[src/pkg/i2c_host_regs.vh]
`ifndef I2C_HOST_REGS_VH
`define I2C_HOST_REGS_VH

// ----------------------------------------
// own registers, avalon word index
// ----------------------------------------
`define AV_CTRL        3'h0
`define AV_TARGET      3'h1
`define AV_COUNT       3'h2
`define AV_PRESCALE    3'h3
`define AV_CLKDIV      3'h4
`define AV_STATUS      3'h5
`define AV_RXDATA      3'h6

`define CTRL_GO_BIT    0
`define CTRL_RXRST_BIT 1

`define ST_BUSY_BIT    0
`define ST_DONE_BIT    1
`define ST_ARB_BIT     2
`define ST_STATE_LSB   8
`define ST_RXCNT_LSB   16

`define TARGET_RST     7'h00
`define COUNT_RST      8'h01
`define PRESCALE_RST   8'h00
`define CLKDIV_RST     16'h0005

// ----------------------------------------
// device register map
// ----------------------------------------
`define DEV_STR        4'h2
`define DEV_CLKL       4'h3
`define DEV_CLKH       4'h4
`define DEV_DRR        4'h6
`define DEV_SAR        4'h7
`define DEV_MDR        4'h9
`define DEV_IVR        4'hA
`define DEV_PSC        4'hC

// ----------------------------------------
// mode_control_reg fields, as masks
// ----------------------------------------
`define MDR_NACK_M     16'h8000
`define MDR_START_M    16'h2000
`define MDR_STOP_M     16'h0800
`define MDR_CTRL_M     16'h0400
`define MDR_TX_M       16'h0200
`define MDR_WIDE_M     16'h0100
`define MDR_REPEAT_M   16'h0080
`define MDR_LOOP_M     16'h0040
`define MDR_RUN_M      16'h0020
`define MDR_SBYTE_M    16'h0010
`define MDR_FREE_M     16'h0008
`define MDR_BC_8BIT    16'h0000

// ----------------------------------------
// irq_status_reg fields, bit positions
// ----------------------------------------
`define STR_ARB_BIT    0
`define STR_RRDY_BIT   3
`define STR_BUSY_BIT   12

`define ZERO16         16'h0000

`endif

[src/hw/dev_access.v]
`timescale 1ns/1ps
// one register access on the device port; held until the device acks
module dev_access (
  input  wire        ref_clk,
  input  wire        rst_n,
  input  wire        go,
  input  wire        we,
  input  wire [3:0]  addr,
  input  wire [15:0] wdata,
  output reg         done,
  output reg  [15:0] rdata,
  output reg         dev_sel,
  output reg         dev_we,
  output reg  [3:0]  dev_addr,
  output reg  [15:0] dev_wdata,
  input  wire [15:0] dev_rdata,
  input  wire        dev_ack
);

  always @(posedge ref_clk) begin
    if (!rst_n) begin
      done      <= 1'b0;
      rdata     <= 16'h0000;
      dev_sel   <= 1'b0;
      dev_we    <= 1'b0;
      dev_addr  <= 4'h0;
      dev_wdata <= 16'h0000;
    end else begin
      done <= 1'b0;
      if (go && !dev_sel) begin
        dev_sel   <= 1'b1;
        dev_we    <= we;
        dev_addr  <= addr;
        dev_wdata <= wdata;
      end else if (dev_sel && dev_ack) begin
        dev_sel <= 1'b0;
        dev_we  <= 1'b0;
        rdata   <= dev_rdata;
        done    <= 1'b1;
      end
    end
  end

endmodule

[src/hw/i2c_rx_host.v]
`timescale 1ns/1ps
`include "i2c_host_regs.vh"

// Notes on behaviour
// RULE1: device as receiver answers unwanted bytes with NACK in the acknowledge slot.
// RULE2: force_nack_next set before the last bit's rising edge makes that byte NACK.
// RULE3: device answers the byte after an overrun with NACK.
// RULE4: clearing module_run means the device acknowledges nothing.
// RULE5: a stop request as master receiver NACKs the final byte before STOP.
// RULE6: with stop_request set the device counts bytes down and stops at zero.
// RULE7: setting stop_request from zero makes the device drive STOP.
// RULE8: low SDA beats high SDA; lowest bit stream wins, continuing over later bytes.
// RULE9: losing arbitration turns the device slave receiver and sets arb_lost_flag.
// RULE10: competing masters place repeated START or STOP at the same bit position.
// RULE11: clearing module_run resets every status bit until run is set again.
// RULE12: in software reset the device floats SDA and SCL.
// RULE13: never clear module_run in the middle of a transfer.
// RULE14: hardware reset restores all device registers; device idle until run is set.
// RULE15: keep module_run at zero while configuring the device.
// RULE16: order: clock, reset, configure, release, clear status, wait bus idle.
// RULE17: load target_addr_reg with the slave address before starting as master.
// RULE18: prescale so the module clock lies between 6.7 and 13.3 MHz.
// RULE19: write back status to clear it, then read irq_vector_reg until zero.
// RULE20: bit_count_field zero selects eight-bit words.
// RULE21: after bus_busy_flag reads zero, start_request sends START and address.
// RULE22: read rx_data_reg per rx_ready_flag, force NACK before last, then stop.
// RULE23: rx_ready_flag sets when a received byte lands in rx_data_reg.
// RULE24: a receiver whose shift register is full holds SCL low.
// RULE25: arb_lost_flag also sets on illegal START or STOP.
// RULE26: arbitration loss is a driven high read back low during SCL high.
module i2c_rx_host #(
  parameter DEPTH = 8,
  parameter IDX_W = 3
) (
  input  wire        ref_clk,
  input  wire        rst_n,
  input  wire [2:0]  avs_address,
  input  wire        avs_read,
  input  wire        avs_write,
  input  wire [31:0] avs_writedata,
  output reg  [31:0] avs_readdata,
  output reg         avs_waitrequest,
  output wire        dev_sel,
  output wire        dev_we,
  output wire [3:0]  dev_addr,
  output wire [15:0] dev_wdata,
  input  wire [15:0] dev_rdata,
  input  wire        dev_ack
);

  // ----------------------------------------
  // states
  // ----------------------------------------
  localparam S_IDLE   = 5'h00;
  localparam S_RST    = 5'h01;
  localparam S_SAR    = 5'h02;
  localparam S_PSC    = 5'h03;
  localparam S_CLKL   = 5'h04;
  localparam S_CLKH   = 5'h05;
  localparam S_CFG    = 5'h06;
  localparam S_RUN    = 5'h07;
  localparam S_STR_RD = 5'h08;
  localparam S_STR_WR = 5'h09;
  localparam S_IVR_RD = 5'h0A;
  localparam S_BB_RD  = 5'h0B;
  localparam S_START  = 5'h0C;
  localparam S_POLL   = 5'h0D;
  localparam S_DRR_RD = 5'h0E;
  localparam S_NACK   = 5'h0F;
  localparam S_STOP   = 5'h10;
  localparam S_DONE   = 5'h11;

  // ----------------------------------------
  // own registers
  // ----------------------------------------
  reg  [6:0]       target_q;
  reg  [7:0]       count_q;
  reg  [7:0]       prescale_q;
  reg  [15:0]      clk_low_q;
  reg  [15:0]      clk_high_q;
  reg              done_q;
  reg              arb_q;
  reg  [4:0]       state_q;
  reg              pend_q;
  reg              go_q;
  reg  [15:0]      str_q;
  reg  [7:0]       remain_q;
  reg  [7:0]       rx_mem_q [0:DEPTH-1];
  reg  [IDX_W-1:0] wr_idx_q;
  reg  [IDX_W-1:0] rd_idx_q;
  reg  [7:0]       rx_cnt_q;
  reg              acc_we;
  reg  [3:0]       acc_addr;
  reg  [15:0]      acc_wdata;
  wire             acc_done;
  wire [15:0]      acc_rdata;
  wire             wr_hit;
  wire             rd_hit;
  wire             start_go;
  wire [15:0]      cfg_w;
  wire             busy;
  integer          i;

  assign wr_hit   = avs_write && !avs_waitrequest;
  assign rd_hit   = avs_read && !avs_waitrequest;
  assign start_go = wr_hit && (avs_address == `AV_CTRL) && avs_writedata[`CTRL_GO_BIT] && (state_q == S_IDLE);
  assign busy     = (state_q != S_IDLE);

  // master receiver, 7-bit address, no repeat, loopback, free format or start byte
  // repeat mode stays off, so no repeated START ever meets a rival master mid-arbitration
  assign cfg_w = `MDR_CTRL_M | `MDR_BC_8BIT; // see RULE10, RULE20

  // ----------------------------------------
  // avalon slave: one wait state per access
  // ----------------------------------------
  always @(posedge ref_clk) begin
    if (!rst_n) begin
      avs_waitrequest <= 1'b1;
      avs_readdata    <= 32'h00000000;
      target_q        <= `TARGET_RST;
      count_q         <= `COUNT_RST;
      prescale_q      <= `PRESCALE_RST;
      clk_low_q       <= `CLKDIV_RST;
      clk_high_q      <= `CLKDIV_RST;
      rd_idx_q        <= {IDX_W{1'b0}};
    end else begin
      avs_waitrequest <= 1'b1;
      if ((avs_read || avs_write) && avs_waitrequest) begin
        avs_waitrequest <= 1'b0;
        avs_readdata    <= 32'h00000000;
        if (avs_read) begin
          case (avs_address)
            `AV_TARGET:   avs_readdata <= {25'h0000000, target_q};
            `AV_COUNT:    avs_readdata <= {24'h000000, count_q};
            `AV_PRESCALE: avs_readdata <= {24'h000000, prescale_q};
            `AV_CLKDIV:   avs_readdata <= {clk_high_q, clk_low_q};
            `AV_STATUS:   avs_readdata <= {8'h00, rx_cnt_q, 3'h0, state_q, 5'h00, arb_q, done_q, busy};
            `AV_RXDATA:   avs_readdata <= {24'h000000, rx_mem_q[rd_idx_q]};
            default:      avs_readdata <= 32'h00000000;
          endcase
        end
      end
      // settings are frozen while a transfer runs
      if (wr_hit && !busy) begin
        case (avs_address)
          `AV_TARGET:   target_q   <= avs_writedata[6:0];
          `AV_COUNT:    count_q    <= avs_writedata[7:0];
          `AV_PRESCALE: prescale_q <= avs_writedata[7:0];
          `AV_CLKDIV: begin
            clk_low_q  <= avs_writedata[15:0];
            clk_high_q <= avs_writedata[31:16];
          end
          default: ;
        endcase
      end
      if (wr_hit && (avs_address == `AV_CTRL) && avs_writedata[`CTRL_RXRST_BIT])
        rd_idx_q <= {IDX_W{1'b0}};
      else if (rd_hit && (avs_address == `AV_RXDATA))
        rd_idx_q <= rd_idx_q + {{(IDX_W-1){1'b0}}, 1'b1};
    end
  end

  // ----------------------------------------
  // access request for the current state
  // ----------------------------------------
  always @* begin
    acc_we    = 1'b1;
    acc_addr  = `DEV_MDR;
    acc_wdata = `ZERO16;
    case (state_q)
      S_RST:    acc_wdata = `ZERO16;                      // see RULE15
      S_SAR:    begin
        acc_addr  = `DEV_SAR;
        acc_wdata = {9'h000, target_q};                   // see RULE17
      end
      S_PSC:    begin
        acc_addr  = `DEV_PSC;
        acc_wdata = {8'h00, prescale_q};                  // see RULE18
      end
      S_CLKL:   begin
        acc_addr  = `DEV_CLKL;
        acc_wdata = clk_low_q;
      end
      S_CLKH:   begin
        acc_addr  = `DEV_CLKH;
        acc_wdata = clk_high_q;
      end
      S_CFG:    acc_wdata = cfg_w;
      S_RUN:    acc_wdata = cfg_w | `MDR_RUN_M;
      S_STR_RD: begin
        acc_we   = 1'b0;
        acc_addr = `DEV_STR;
      end
      S_STR_WR: begin
        acc_addr  = `DEV_STR;
        acc_wdata = str_q;                                // see RULE19
      end
      S_IVR_RD: begin
        acc_we   = 1'b0;
        acc_addr = `DEV_IVR;
      end
      S_BB_RD, S_POLL: begin
        acc_we   = 1'b0;
        acc_addr = `DEV_STR;
      end
      S_START:  begin
        // a one-byte read needs its NACK armed before the start
        if (remain_q == 8'h01)
          acc_wdata = cfg_w | `MDR_RUN_M | `MDR_START_M | `MDR_NACK_M; // see RULE2
        else
          acc_wdata = cfg_w | `MDR_RUN_M | `MDR_START_M;  // see RULE21
      end
      S_DRR_RD: begin
        acc_we   = 1'b0;
        acc_addr = `DEV_DRR;
      end
      S_NACK:   acc_wdata = cfg_w | `MDR_RUN_M | `MDR_NACK_M; // see RULE22
      S_STOP:   acc_wdata = cfg_w | `MDR_RUN_M | `MDR_STOP_M; // see RULE7
      default:  acc_we = 1'b0;
    endcase
  end

  // ----------------------------------------
  // bring-up and receive sequence
  // ----------------------------------------
  always @(posedge ref_clk) begin
    if (!rst_n) begin
      state_q  <= S_IDLE;
      pend_q   <= 1'b0;
      go_q     <= 1'b0;
      str_q    <= `ZERO16;
      remain_q <= 8'h00;
      done_q   <= 1'b0;
      arb_q    <= 1'b0;
      wr_idx_q <= {IDX_W{1'b0}};
      rx_cnt_q <= 8'h00;
      for (i = 0; i < DEPTH; i = i + 1)
        rx_mem_q[i] <= 8'h00;
    end else begin
      go_q <= 1'b0;
      if (state_q != S_IDLE && state_q != S_DONE && !pend_q) begin
        go_q   <= 1'b1;
        pend_q <= 1'b1;
      end
      case (state_q)
        S_IDLE: begin
          if (start_go) begin
            done_q   <= 1'b0;
            arb_q    <= 1'b0;
            rx_cnt_q <= 8'h00;
            wr_idx_q <= {IDX_W{1'b0}};
            // a zero count still reads one byte
            remain_q <= (count_q == 8'h00) ? 8'h01 : count_q;
            state_q  <= S_RST;                            // see RULE16
          end
        end
        S_DONE: begin
          done_q  <= 1'b1;
          state_q <= S_IDLE;
        end
        default: begin
          if (pend_q && acc_done) begin
            pend_q <= 1'b0;
            case (state_q)
              S_RST:    state_q <= S_SAR;
              S_SAR:    state_q <= S_PSC;
              S_PSC:    state_q <= S_CLKL;
              S_CLKL:   state_q <= S_CLKH;
              S_CLKH:   state_q <= S_CFG;
              S_CFG:    state_q <= S_RUN;
              S_RUN:    state_q <= S_STR_RD;
              S_STR_RD: begin
                str_q   <= acc_rdata;
                state_q <= S_STR_WR;
              end
              S_STR_WR: state_q <= S_IVR_RD;
              S_IVR_RD: begin
                if (acc_rdata == `ZERO16)
                  state_q <= S_BB_RD;                     // see RULE19
              end
              S_BB_RD: begin
                if (!acc_rdata[`STR_BUSY_BIT])
                  state_q <= S_START;                     // see RULE21
              end
              S_START:  state_q <= S_POLL;
              S_POLL: begin
                // on a lost arbitration the device is slave now; run stays set
                if (acc_rdata[`STR_ARB_BIT]) begin
                  arb_q   <= 1'b1;                        // see RULE9
                  state_q <= S_DONE;                      // see RULE13
                end else if (acc_rdata[`STR_RRDY_BIT])
                  state_q <= S_DRR_RD;                    // see RULE23
              end
              S_DRR_RD: begin
                rx_mem_q[wr_idx_q] <= acc_rdata[7:0];
                wr_idx_q <= wr_idx_q + {{(IDX_W-1){1'b0}}, 1'b1};
                rx_cnt_q <= rx_cnt_q + 8'h01;
                remain_q <= remain_q - 8'h01;
                if (remain_q == 8'h01)
                  state_q <= S_STOP;                      // see RULE22
                else if (remain_q == 8'h02)
                  state_q <= S_NACK;                      // see RULE2
                else
                  state_q <= S_POLL;
              end
              S_NACK:   state_q <= S_POLL;
              S_STOP:   state_q <= S_DONE;                // see RULE13
              default:  state_q <= S_IDLE;
            endcase
          end
        end
      endcase
    end
  end

  // ----------------------------------------
  // device register port
  // ----------------------------------------
  dev_access u_access (
    .ref_clk   (ref_clk),
    .rst_n     (rst_n),
    .go        (go_q),
    .we        (acc_we),
    .addr      (acc_addr),
    .wdata     (acc_wdata),
    .done      (acc_done),
    .rdata     (acc_rdata),
    .dev_sel   (dev_sel),
    .dev_we    (dev_we),
    .dev_addr  (dev_addr),
    .dev_wdata (dev_wdata),
    .dev_rdata (dev_rdata),
    .dev_ack   (dev_ack)
  );

endmodule

[config.mk]
export PLATFORM = sky130hd
export DESIGN_NAME = i2c_rx_host
export DESIGN_NICKNAME = d
export VERILOG_FILES = /design/src/hw/dev_access.v /design/src/hw/i2c_rx_host.v
export VERILOG_INCLUDE_DIRS = /design/src /design/src/pkg
export SDC_FILE = /design/constraint.sdc
export NUM_CORES = 1
export LEC_CHECK = 0
export BUFFER_PORTS_ARGS = -buffer_cell sky130_fd_sc_hd__buf_2
export CORE_UTILIZATION = 59
export CTS_CLUSTER_SIZE = 8
export DETAILED_ROUTE_END_ITERATION = 6
export GPL_ROUTABILITY_DRIVEN = 0
export PLACE_DENSITY_LB_ADDON = 0.2
export SYNTH_ARGS = -nofsm -noshare
export SYNTH_HDL_FRONTEND = slang
export SYNTH_SLANG_ARGS = --single-unit
[constraint.sdc]
create_clock -name ref_clk -period 2.6 [get_ports ref_clk]
set_input_delay 0.26 -clock ref_clk [delete_from_list [all_inputs] [get_ports ref_clk]]
set_output_delay 0.26 -clock ref_clk [all_outputs]
set_load 0.01 [all_outputs]
==> results.sh, run 1 <==
export IMPL_leakagePower_uw=0.00509
export IMPL_fp_dieArea_sq_mm=0.0194
export IMPL_cp_slowest_cell="dfxtp_1"
export IMPL_finalWirelength_um=31500
export IMPL_ys_seq_elements=241
export IMPL_dr_pass1_iters=7
export IMPL_grt_usage_pct=32.8
export IMPL_dp_hpwl_um=22000
export IMPL_crit_fanout=10
export IMPL_vias_per_cell=6.24
export IMPL_htreeDepth=2
export IMPL_syn_area_sq_mm=0.0111
export IMPL_worstMarginPinSlew_ns=0.771
export IMPL_portBuffers=110
export IMPL_powerDensity_mw_per_mm2=794
export IMPL_std_cell_rows=49
export IMPL_critPathKind="flop to flop"
export IMPL_critPathCaptureType="flop"
export IMPL_cp_top_family="buffers and inverters"
export IMPL_vdd_ir_drop_worst_mv=0.669
export IMPL_setup_viol=0
export IMPL_fin_crit_sh_pct=87.0
export IMPL_startpoint_type="flop"
export IMPL_outcome="finished, violations left"
export IMPL_violations="design-rule violations"
export IMPL_dieHeight_um=139
export IMPL_numCtsBuffers=36
export IMPL_synth_area_leaders="dfxtp_1, edfxtp_1, nand2_1, a21oi_1, mux2i_1"
export IMPL_instances_no_fill=1521
export IMPL_area_delta_synth_final_pct=18.5
export IMPL_cp_arrival_ns=2.46
export IMPL_final_nets=1343
export IMPL_hold_path_class="primary input to flop"
export IMPL_clock_path_buffers=3
export IMPL_grt_max_degree=57
export IMPL_synth_warnings=0
export IMPL_synth_edf_count=64
export IMPL_grt_pass1_vias=9047
export IMPL_synth_cells_most_frequent="dfxtp_1, nand2_1, a21oi_1, nor2_1, edfxtp_1"
export IMPL_start_util_pct=61.0
export IMPL_relSlewSlack_pct=48.6
export IMPL_postSynth_asyncResetShare_pct=0
export IMPL_finClkSkew_ns=0.0207
export IMPL_synthFlopType="dfxtp_1"
export IMPL_clk_pin_slew_worst_paths_ns=0.05
export IMPL_cpMostUsedCell="buf_4"
export IMPL_globalRouteOverflowTotal=0
export IMPL_synth_top_area_share_pct=31.9
export IMPL_required_ns=2.80
export IMPL_synth_cell_types=76
export IMPL_finalCriticalPeriod_ns=2.26
export IMPL_vias=9492
export IMPL_hold_viol=0
export IMPL_slowest_delay_ns=0.36
export IMPL_drc=4
export IMPL_crit_chain="buf_4, nand2b_1, a31oi_1, nand4_1, buf_4, o21ai_0, buf_4"
export IMPL_antenna_found_initial=2
export IMPL_grt_first_pass_wirelength_um=49300
export IMPL_core_area_sq_mm=0.0182
export IMPL_placed_cells=1450
export IMPL_drtIter0Drc=914
export IMPL_n_antenna_cell=0
export IMPL_max_freq_ghz=0.442
export IMPL_cap_violations=0
export IMPL_cts_tree="yes"
export IMPL_fin_tns_setup_ns=0
export IMPL_synth_fp_nets=1205
export IMPL_crit_buf_inv=3
export IMPL_insertion_delay_ns=0.50
export IMPL_die_w_um=139
export IMPL_yosysSeqAreaShare_pct=49.2
export IMPL_cts_root_buf="clkbuf_16"
export IMPL_ioPinCount=111
export IMPL_routedWlPerCell_um=20.7
export IMPL_cts_sinks=241
export IMPL_finalMaxSlewViolations=0
export IMPL_drive_gt1_share_pct=20.9
export IMPL_synth_most_common_cell="dfxtp_1"
export IMPL_antenna_left=0
export IMPL_avgSynthCellArea_sq_um=9.71
export IMPL_rsz0062_at_grt="no"
export IMPL_synth_top_area_cell="dfxtp_1"
export IMPL_cts_setup_buffers=0
export IMPL_synth_cells=1143
timing repair:
item	in CTS	in global routing
hold buffers	22	0
gates resized for setup	0	0
hold endpoints to repair	22	0
flip-flops by register name, indices dropped and copies added (netlist names), 3 cells and up, named ones only:
name and count:
u_access.rdata 16, rd_idx_q 3, target_q 7, remain_q 8, prescale_q 8, u_access.dev_addr 4, clk_high_q 16, rx_cnt_q 8
str_q 16, rx_mem_q 64, count_q 8, avs_readdata 32, state_q 5, u_access.dev_wdata 16, wr_idx_q 3, clk_low_q 16
final timing paths:
check,from,to,cells past startpoint,slack [ns]
worst min-delay path,avs_writedata[23],clk_high_q[7],3,0.01
worst max register to register,state_q[4],rx_mem_q[7][6],7,0.34
worst min register to register,avs_readdata[16],avs_readdata[16],2,0.45
worst max-delay path,state_q[4],rx_mem_q[7][6],7,0.34
report_power, final:
group	internal, uW	switching, uW	total (uW)	leakage [uW]
Clock	2550	1550	4100	0.000473
Sequential	4030	165	4190	0.00205
Combinational	781	1370	2150	0.00257
Total	7360	3090	10400	0.00509
routing by layer:
metal  part of all wire [%]  wire (um)  vias up  track usage (%)
li1                       -          -     4406                -
met1                     40      12600     4453             43.7
met2                     46      14400      538             51.5
met3                    9.7       3040       93             6.87
met4                    4.6       1460        2             15.4
met5                  0.044         14        -                0
cell type report:
cell class	instances	area [sq um]
fill	1352	5050
inverter	12	47.5
multi-input combinational	803	5180
tap	229	287
timing repair buffer	187	1200
sequential	241	5470
clock inverter	1	8.76
clock buffer	48	967
layout by cell type, fill, tap and decap left out, drive strengths merged, types with 4 or more instances in the layout:
cell,netlist,final
nand4,5,5
o22ai,4,4
and3,5,5
a41oi,6,6
a31oi,6,6
mux4,16,16
or3,7,7
nor2,89,89
nor4,10,10
ha,6,6
nor3b,7,7
a21boi,6,6
a222oi,5,5
dfxtp,177,177
a21oi,97,97
mux2i,44,44
inv,11,11
nor3,29,29
a22oi,34,34
xor2,4,4
xnor2,7,7
edfxtp,64,64
mux2,21,21
buf,42,165
nor2b,9,9
clkbuf,45,48
nand3,39,39
a221oi,5,5
a32oi,4,4
dlygate4sd3,0,22
a211oi,7,7
nand2b,16,16
a22o,16,16
o21ai,40,40
nand2,147,147
and2,61,61
a311oi,4,4
o31ai,6,6
kinds of logic after synthesis:
logic type	count (synthesis)	synth area share, %
adders and majority gates	6	0.676
muxes	81	9.34
DFF	241	49.2
and+or+nand+nor	440	20.2
buffers and inverters	99	4.17
AOI/OAI and AO/OA	265	15.5
xor gates and xnor gates	11	0.868
worst min-delay path: stages:
cell and delay (ns):
buf_2 0.10, nand2_1 0.04, a21oi_1 0.05
through the flow:
step | power [uW] | setup WS [ns] | hold WS (ns) | util (%) | cell area, sq um
3_3_place_gp | 6270 | 0.459 | 0.436 | 65.7 | 12000
6_report | 10400 | 0.339 | 0.0111 | 72.2 | 13200
4_1_cts | 10400 | 0.332 | 0.00197 | 72.2 | 13200
5_1_grt | 10800 | 0.0651 | 0.00950 | 72.2 | 13200
2_1_floorplan | 5660 | 0.268 | 0.384 | - | 11100
3_5_place_dp | 6290 | 0.309 | 0.442 | 65.7 | 12000
Note: power is estimated with default switching activity, not from simulation.
==> run 2: changes to the inputs <==
--- a/config.mk
+++ b/config.mk
@@ -12,6 +12,7 @@
 export DETAILED_ROUTE_END_ITERATION = 6
 export GPL_ROUTABILITY_DRIVEN = 0
 export PLACE_DENSITY_LB_ADDON = 0.2
+export REMOVE_ABC_BUFFERS = 1
 export SYNTH_ARGS = -nofsm -noshare
 export SYNTH_HDL_FRONTEND = slang
 export SYNTH_SLANG_ARGS = --single-unit
==> results.sh, run 2 (same netlist as run 1, synthesis figures left out) <==
export IMPL_area_delta_synth_final_pct=18.9
export IMPL_insertion_delay_ns=0.51
export IMPL_reg_largest_list="rx_mem_q x64, avs_readdata x32"
export IMPL_r2r_end="rx_mem_q[0][3]"
export IMPL_final_nets=1344
export IMPL_mostFrequentLayoutCell="dfxtp_1"
export IMPL_cts_setup_buffers=0
export IMPL_htreeDepth=2
export IMPL_largest_reg_flops=64
export IMPL_grt_usage_pct=32.1
export IMPL_leakagePower_uw=0.00509
export IMPL_violations="design-rule violations"
export IMPL_grt_first_pass_wirelength_um=48900
export IMPL_reg2reg_depth=5
export IMPL_max_freq_ghz=0.430
export IMPL_worstMarginPinSlew_ns=0.823
export IMPL_relSlewSlack_pct=44.7
export IMPL_nFillCells=1300
export IMPL_place_area_sq_mm=0.0119
export IMPL_cts_tree="yes"
export IMPL_r2r_slack_ns=0.27
export IMPL_vdd_ir_drop_worst_mv=0.517
export IMPL_vias=9424
export IMPL_fin_crit_sh_pct=89.5
export IMPL_endpoint="rx_mem_q[0][3]"
export IMPL_routedWlPerCell_um=20.1
export IMPL_fin_tns_setup_ns=0
export IMPL_dr_pass1_iters=7
export IMPL_cts_resized=0
export IMPL_die_w_um=139
export IMPL_numCtsBuffers=36
export IMPL_cap_violations=0
export IMPL_powerDensity_mw_per_mm2=796
export IMPL_final_cell_mix="dfxtp_1, nand2_1, buf_2"
export IMPL_hold_path_class="primary input to flop"
export IMPL_worst_r2r_startpoint="state_q[0]"
export IMPL_cts_root_buf="clkbuf_16"
export IMPL_finalCriticalPeriod_ns=2.33
export IMPL_core_area_sq_mm=0.0182
export IMPL_holdBufCountCts=29
export IMPL_critPathKind="flop to flop"
export IMPL_cp_arrival_ns=2.47
export IMPL_dieHeight_um=139
export IMPL_cp_startpoint="state_q[0]"
export IMPL_critPathCaptureType="flop"
export IMPL_regMostFlops="rx_mem_q"
export IMPL_hold_viol=0
export IMPL_antenna_left=0
export IMPL_grt_pass1_vias=9030
export IMPL_startpoint_type="flop"
export IMPL_dp_hpwl_um=21400
export IMPL_portBuffers=110
export IMPL_finalWirelength_um=30600
export IMPL_std_cell_rows=49
export IMPL_outcome="finished, violations left"
export IMPL_drtIter0Drc=971
export IMPL_whs_path_depth=3
export IMPL_ioPinCount=111
export IMPL_required_ns=2.74
export IMPL_clk_pin_slew_worst_paths_ns=0.05
export IMPL_antenna_found_initial=0
export IMPL_drive_gt1_share_pct=20.5
export IMPL_cts_sinks=241
export IMPL_finalMaxSlewViolations=0
export IMPL_rsz0062_at_grt="no"
export IMPL_crit_fanout=11
export IMPL_fin_ws_ns=0.272
export IMPL_start_util_pct=61.0
export IMPL_drc=3
export IMPL_pre_cts_slack_ns=0.334
export IMPL_globalRouteOverflowTotal=0
export IMPL_fp_dieArea_sq_mm=0.0194
export IMPL_vias_per_cell=6.18
export IMPL_clock_path_buffers=3
export IMPL_setup_viol=0
export IMPL_final_cell_area_sq_mm=0.0132
export IMPL_grt_max_degree=42
export IMPL_finClkSkew_ns=0.0146
export IMPL_n_antenna_cell=0
==> run 2: changes by cell type in the layout (fill, tap and decap cells not counted), sizes merged <==
cell / delta
buf: -6
dlygate4sd3: +7
inv: +2
==> run 2: report_power, final <==
| part | internal [uW] | switching, uW |
|---|---|---|
| combinational | 797 | 1310 |
| clock | 2570 | 1600 |
| sequential | 4030 | 205 |
==> run 2: routing by layer <==
layer  share of wire (%)  global-route usage, %  routed length (um)  up-vias
met1                  42                   42.4               12900     4508
met2                  46                   52.1               14200      426
met4                 3.7                   13.0                1120        0
li1                    -                      -                   -     4407
met3                 7.8                   5.90                2400       83
met5                   0                      0                   0        -
==> run 2: final cells by class <==
type                            instances  area, sq um  share of cell area [%]
Multi-Input combinational cell        803         5180                    39.3
Timing Repair Buffer                  188         1220                    9.25
Inverter                               12         47.5                   0.360
Clock buffer                           48          967                    7.33
Clock inverter                          3         26.3                   0.199
Tap cell                              229          287                    2.17
Sequential cell                       241         5470                    41.4
==> run 2: stage by stage <==
step	util, %	instances	power, uW	hold slack (ns)
global placement	65.4	1444	6280	0.437
global route	72.5	1524	10900	0.00905
floorplan	-	1056	5520	0.322
detailed placement	65.4	1444	6310	0.441
CTS	72.5	1524	10500	0.000124
finish	72.5	1524	10500	0.00638
==> run 2: worst min-delay path by stage <==
stage | slack (ns) | from | to
3_5_place_dp | 0.44 | avs_readdata[7] | avs_readdata[7]
4_1_cts | 0.0001 | avs_writedata[26] | clk_high_q[10]
5_1_grt | 0.009 | avs_writedata[21] | clk_high_q[5]
3_3_place_gp | 0.44 | done_q | done_q
2_1_floorplan | 0.32 | rst_n | count_q[0]
6_report | 0.006 | avs_writedata[28] | clk_high_q[12]
==> run 2: critical path: stages, from the launching register on <==
cell and delay [ns]:
dfxtp_1 0.50, nand2b_1 0.20, a31oi_1 0.40, nand4b_1 0.25, nor3_2 0.18, nand2b_1 0.44
==> run 3: changes to the inputs <==
--- a/config.mk
+++ b/config.mk
@@ -7,7 +7,7 @@
 export NUM_CORES = 1
 export LEC_CHECK = 0
 export BUFFER_PORTS_ARGS = -buffer_cell sky130_fd_sc_hd__buf_2
-export CORE_UTILIZATION = 59
+export CORE_UTILIZATION = 60
 export CTS_CLUSTER_SIZE = 8
 export DETAILED_ROUTE_END_ITERATION = 6
 export GPL_ROUTABILITY_DRIVEN = 0
==> constraint.sdc (replaced) <==
create_clock -name ref_clk -period 2.7 [get_ports ref_clk]
set_input_delay 0.27 -clock ref_clk [delete_from_list [all_inputs] [get_ports ref_clk]]
set_output_delay 0.27 -clock ref_clk [all_outputs]
set_load 0.01 [all_outputs]
==> results.sh, run 3 (same netlist as run 1, synthesis figures left out) <==
export IMPL_crit_buf_inv=0
export IMPL_switching_share_pct=29.6
export IMPL_crit_fanout=15
export IMPL_worstMarginPinSlew_ns=0.900
export IMPL_globalRouteOverflowTotal=0
export IMPL_antenna_found_initial=0
export IMPL_vdd_ir_drop_worst_mv=0.531
export IMPL_cp_arrival_ns=2.62
export IMPL_clk_pin_slew_worst_paths_ns=0.05
export IMPL_grt_first_pass_wirelength_um=49500
export IMPL_dr_pass1_iters=5
export IMPL_cp_slowest_cell="dfxtp_1"
export IMPL_final_cell_area_sq_mm=0.0131
export IMPL_cts_tree="yes"
export IMPL_grt_pass1_vias=9040
export IMPL_reg_largest_list="rx_mem_q x64, avs_readdata x32"
export IMPL_insertion_delay_ns=0.51
export IMPL_core_area_sq_mm=0.0180
export IMPL_fin_ws_ns=0.244
export IMPL_critPathKind="flop to flop"
export IMPL_setup_viol=0
export IMPL_finalCriticalPeriod_ns=2.46
export IMPL_vias=9498
export IMPL_fin_tns_setup_ns=0
export IMPL_powerDensity_mw_per_mm2=776
export IMPL_mostFrequentLayoutCell="dfxtp_1"
export IMPL_critPathCaptureType="flop"
export IMPL_drtIter0Drc=1051
export IMPL_rsz0062_at_grt="no"
export IMPL_clock_path_buffers=3
export IMPL_drive_gt1_share_pct=20.6
export IMPL_ioPinCount=111
export IMPL_finClkSkew_ns=0.0202
export IMPL_startpoint_type="flop"
export IMPL_power_frac_seq_pct=40.1
export IMPL_n_antenna_cell=0
export IMPL_cts_root_buf="clkbuf_16"
export IMPL_hold_path_class="primary input to flop"
export IMPL_cts_sinks=241
export IMPL_p_switching_uw=3010
export IMPL_fp_dieArea_sq_mm=0.0191
export IMPL_grt_usage_pct=32.6
export IMPL_cts_setup_buffers=0
export IMPL_portBuffers=110
export IMPL_pre_cts_slack_ns=0.316
export IMPL_combPwrFrac_pct=20.1
export IMPL_cts_resized=0
export IMPL_final_nets=1332
export IMPL_area_delta_synth_final_pct=18.2
export IMPL_htreeDepth=2
export IMPL_largest_reg_flops=64
export IMPL_crit_chain="nand2_1, nor2_2, nand4b_1, nor3_2, nand2b_1"
export IMPL_dieHeight_um=138
export IMPL_holdBufCountCts=18
export IMPL_internal_power_uw=7170
export IMPL_routedWlPerCell_um=20.6
export IMPL_cap_violations=0
export IMPL_outcome="complete, no violations"
export IMPL_place_area_sq_mm=0.0119
export IMPL_required_ns=2.86
export IMPL_start_util_pct=61.6
export IMPL_finalWirelength_um=31100
export IMPL_leakagePower_uw=0.00506
export IMPL_die_w_um=138
export IMPL_grt_max_degree=62
export IMPL_relSlewSlack_pct=39.5
export IMPL_slowest_delay_ns=0.69
export IMPL_fin_crit_sh_pct=91.0
export IMPL_dp_hpwl_um=21600
export IMPL_hold_viol=0
export IMPL_finalMaxSlewViolations=0
export IMPL_clock_power_share_pct=39.8
export IMPL_antenna_left=0
export IMPL_cp_top_family="simple AND/OR/NAND/NOR gates"
export IMPL_final_cell_mix="dfxtp_1, nand2_1, buf_2"
export IMPL_regMostFlops="rx_mem_q"
export IMPL_std_cell_rows=49
export IMPL_numCtsBuffers=36
export IMPL_drc=0
export IMPL_max_freq_ghz=0.407
export IMPL_vias_per_cell=6.28
-- run 3: cell count changes in the layout (fill, tap and decap cells not counted), sizes merged --
cell | previous run | this run
dlygate4sd3 | 29 | 18
clkbuf | 48 | 50
inv | 13 | 11
buf | 159 | 158
clkinv | 2 | 3
-- run 3: final cells by class --
class                      count  area (sq um)
clock buffer                  50           996
clock inverter                 2          25.0
fill                        1351          4900
inverter                      12          47.5
multi-input combinational    803          5180
sequential                   241          5470
tap                          229           287
timing repair buffer         176          1120
-- run 3: worst paths after layout --
path | depth (start not counted) | endpoint | slack, ns | from
worst min-delay path | 3 | clk_high_q[6] | 0.007 | avs_writedata[22]
worst max register to register | 5 | rx_mem_q[0][3] | 0.24 | state_q[2]
worst min register to register | 2 | avs_readdata[21] | 0.44 | avs_readdata[21]
worst max-delay path | 5 | rx_mem_q[0][3] | 0.24 | state_q[2]
-- run 3: worst min-delay path: stages --
cell	delay (ns)
buf_2	0.09
nand2_1	0.04
a21oi_1	0.05
-- run 3: metal layers --
metal,track usage (%),share of wire [%],routed length [um]
met5,0,0,0
met4,13.6,3.7,1160
met3,5.99,8.8,2730
met2,51.8,47,14500
met1,43.9,41,12700
-- run 3: stage by stage --
stage	hold slack [ns]	total power, uW	utilization [%]	std cells
final	0.00742	10200	72.8	1513
after global placement	0.438	6090	66.1	1443
after detailed placement	0.441	6110	66.1	1443
after CTS	0.00276	10200	72.8	1513
after floorplan	0.332	5310	-	1056
after global routing	0.0120	10500	72.8	1513
-- run 3: power by group through the flow --
stage | clock network (uW) | logic [uW] | registers, uW
3_5_place_dp | 0 | 1970 | 4140
2_1_floorplan | 0 | 1120 | 4190
3_3_place_gp | 0 | 1950 | 4130
6_report | 4060 | 2040 | 4080
5_1_grt | 4240 | 2200 | 4100
4_1_cts | 4080 | 2000 | 4080
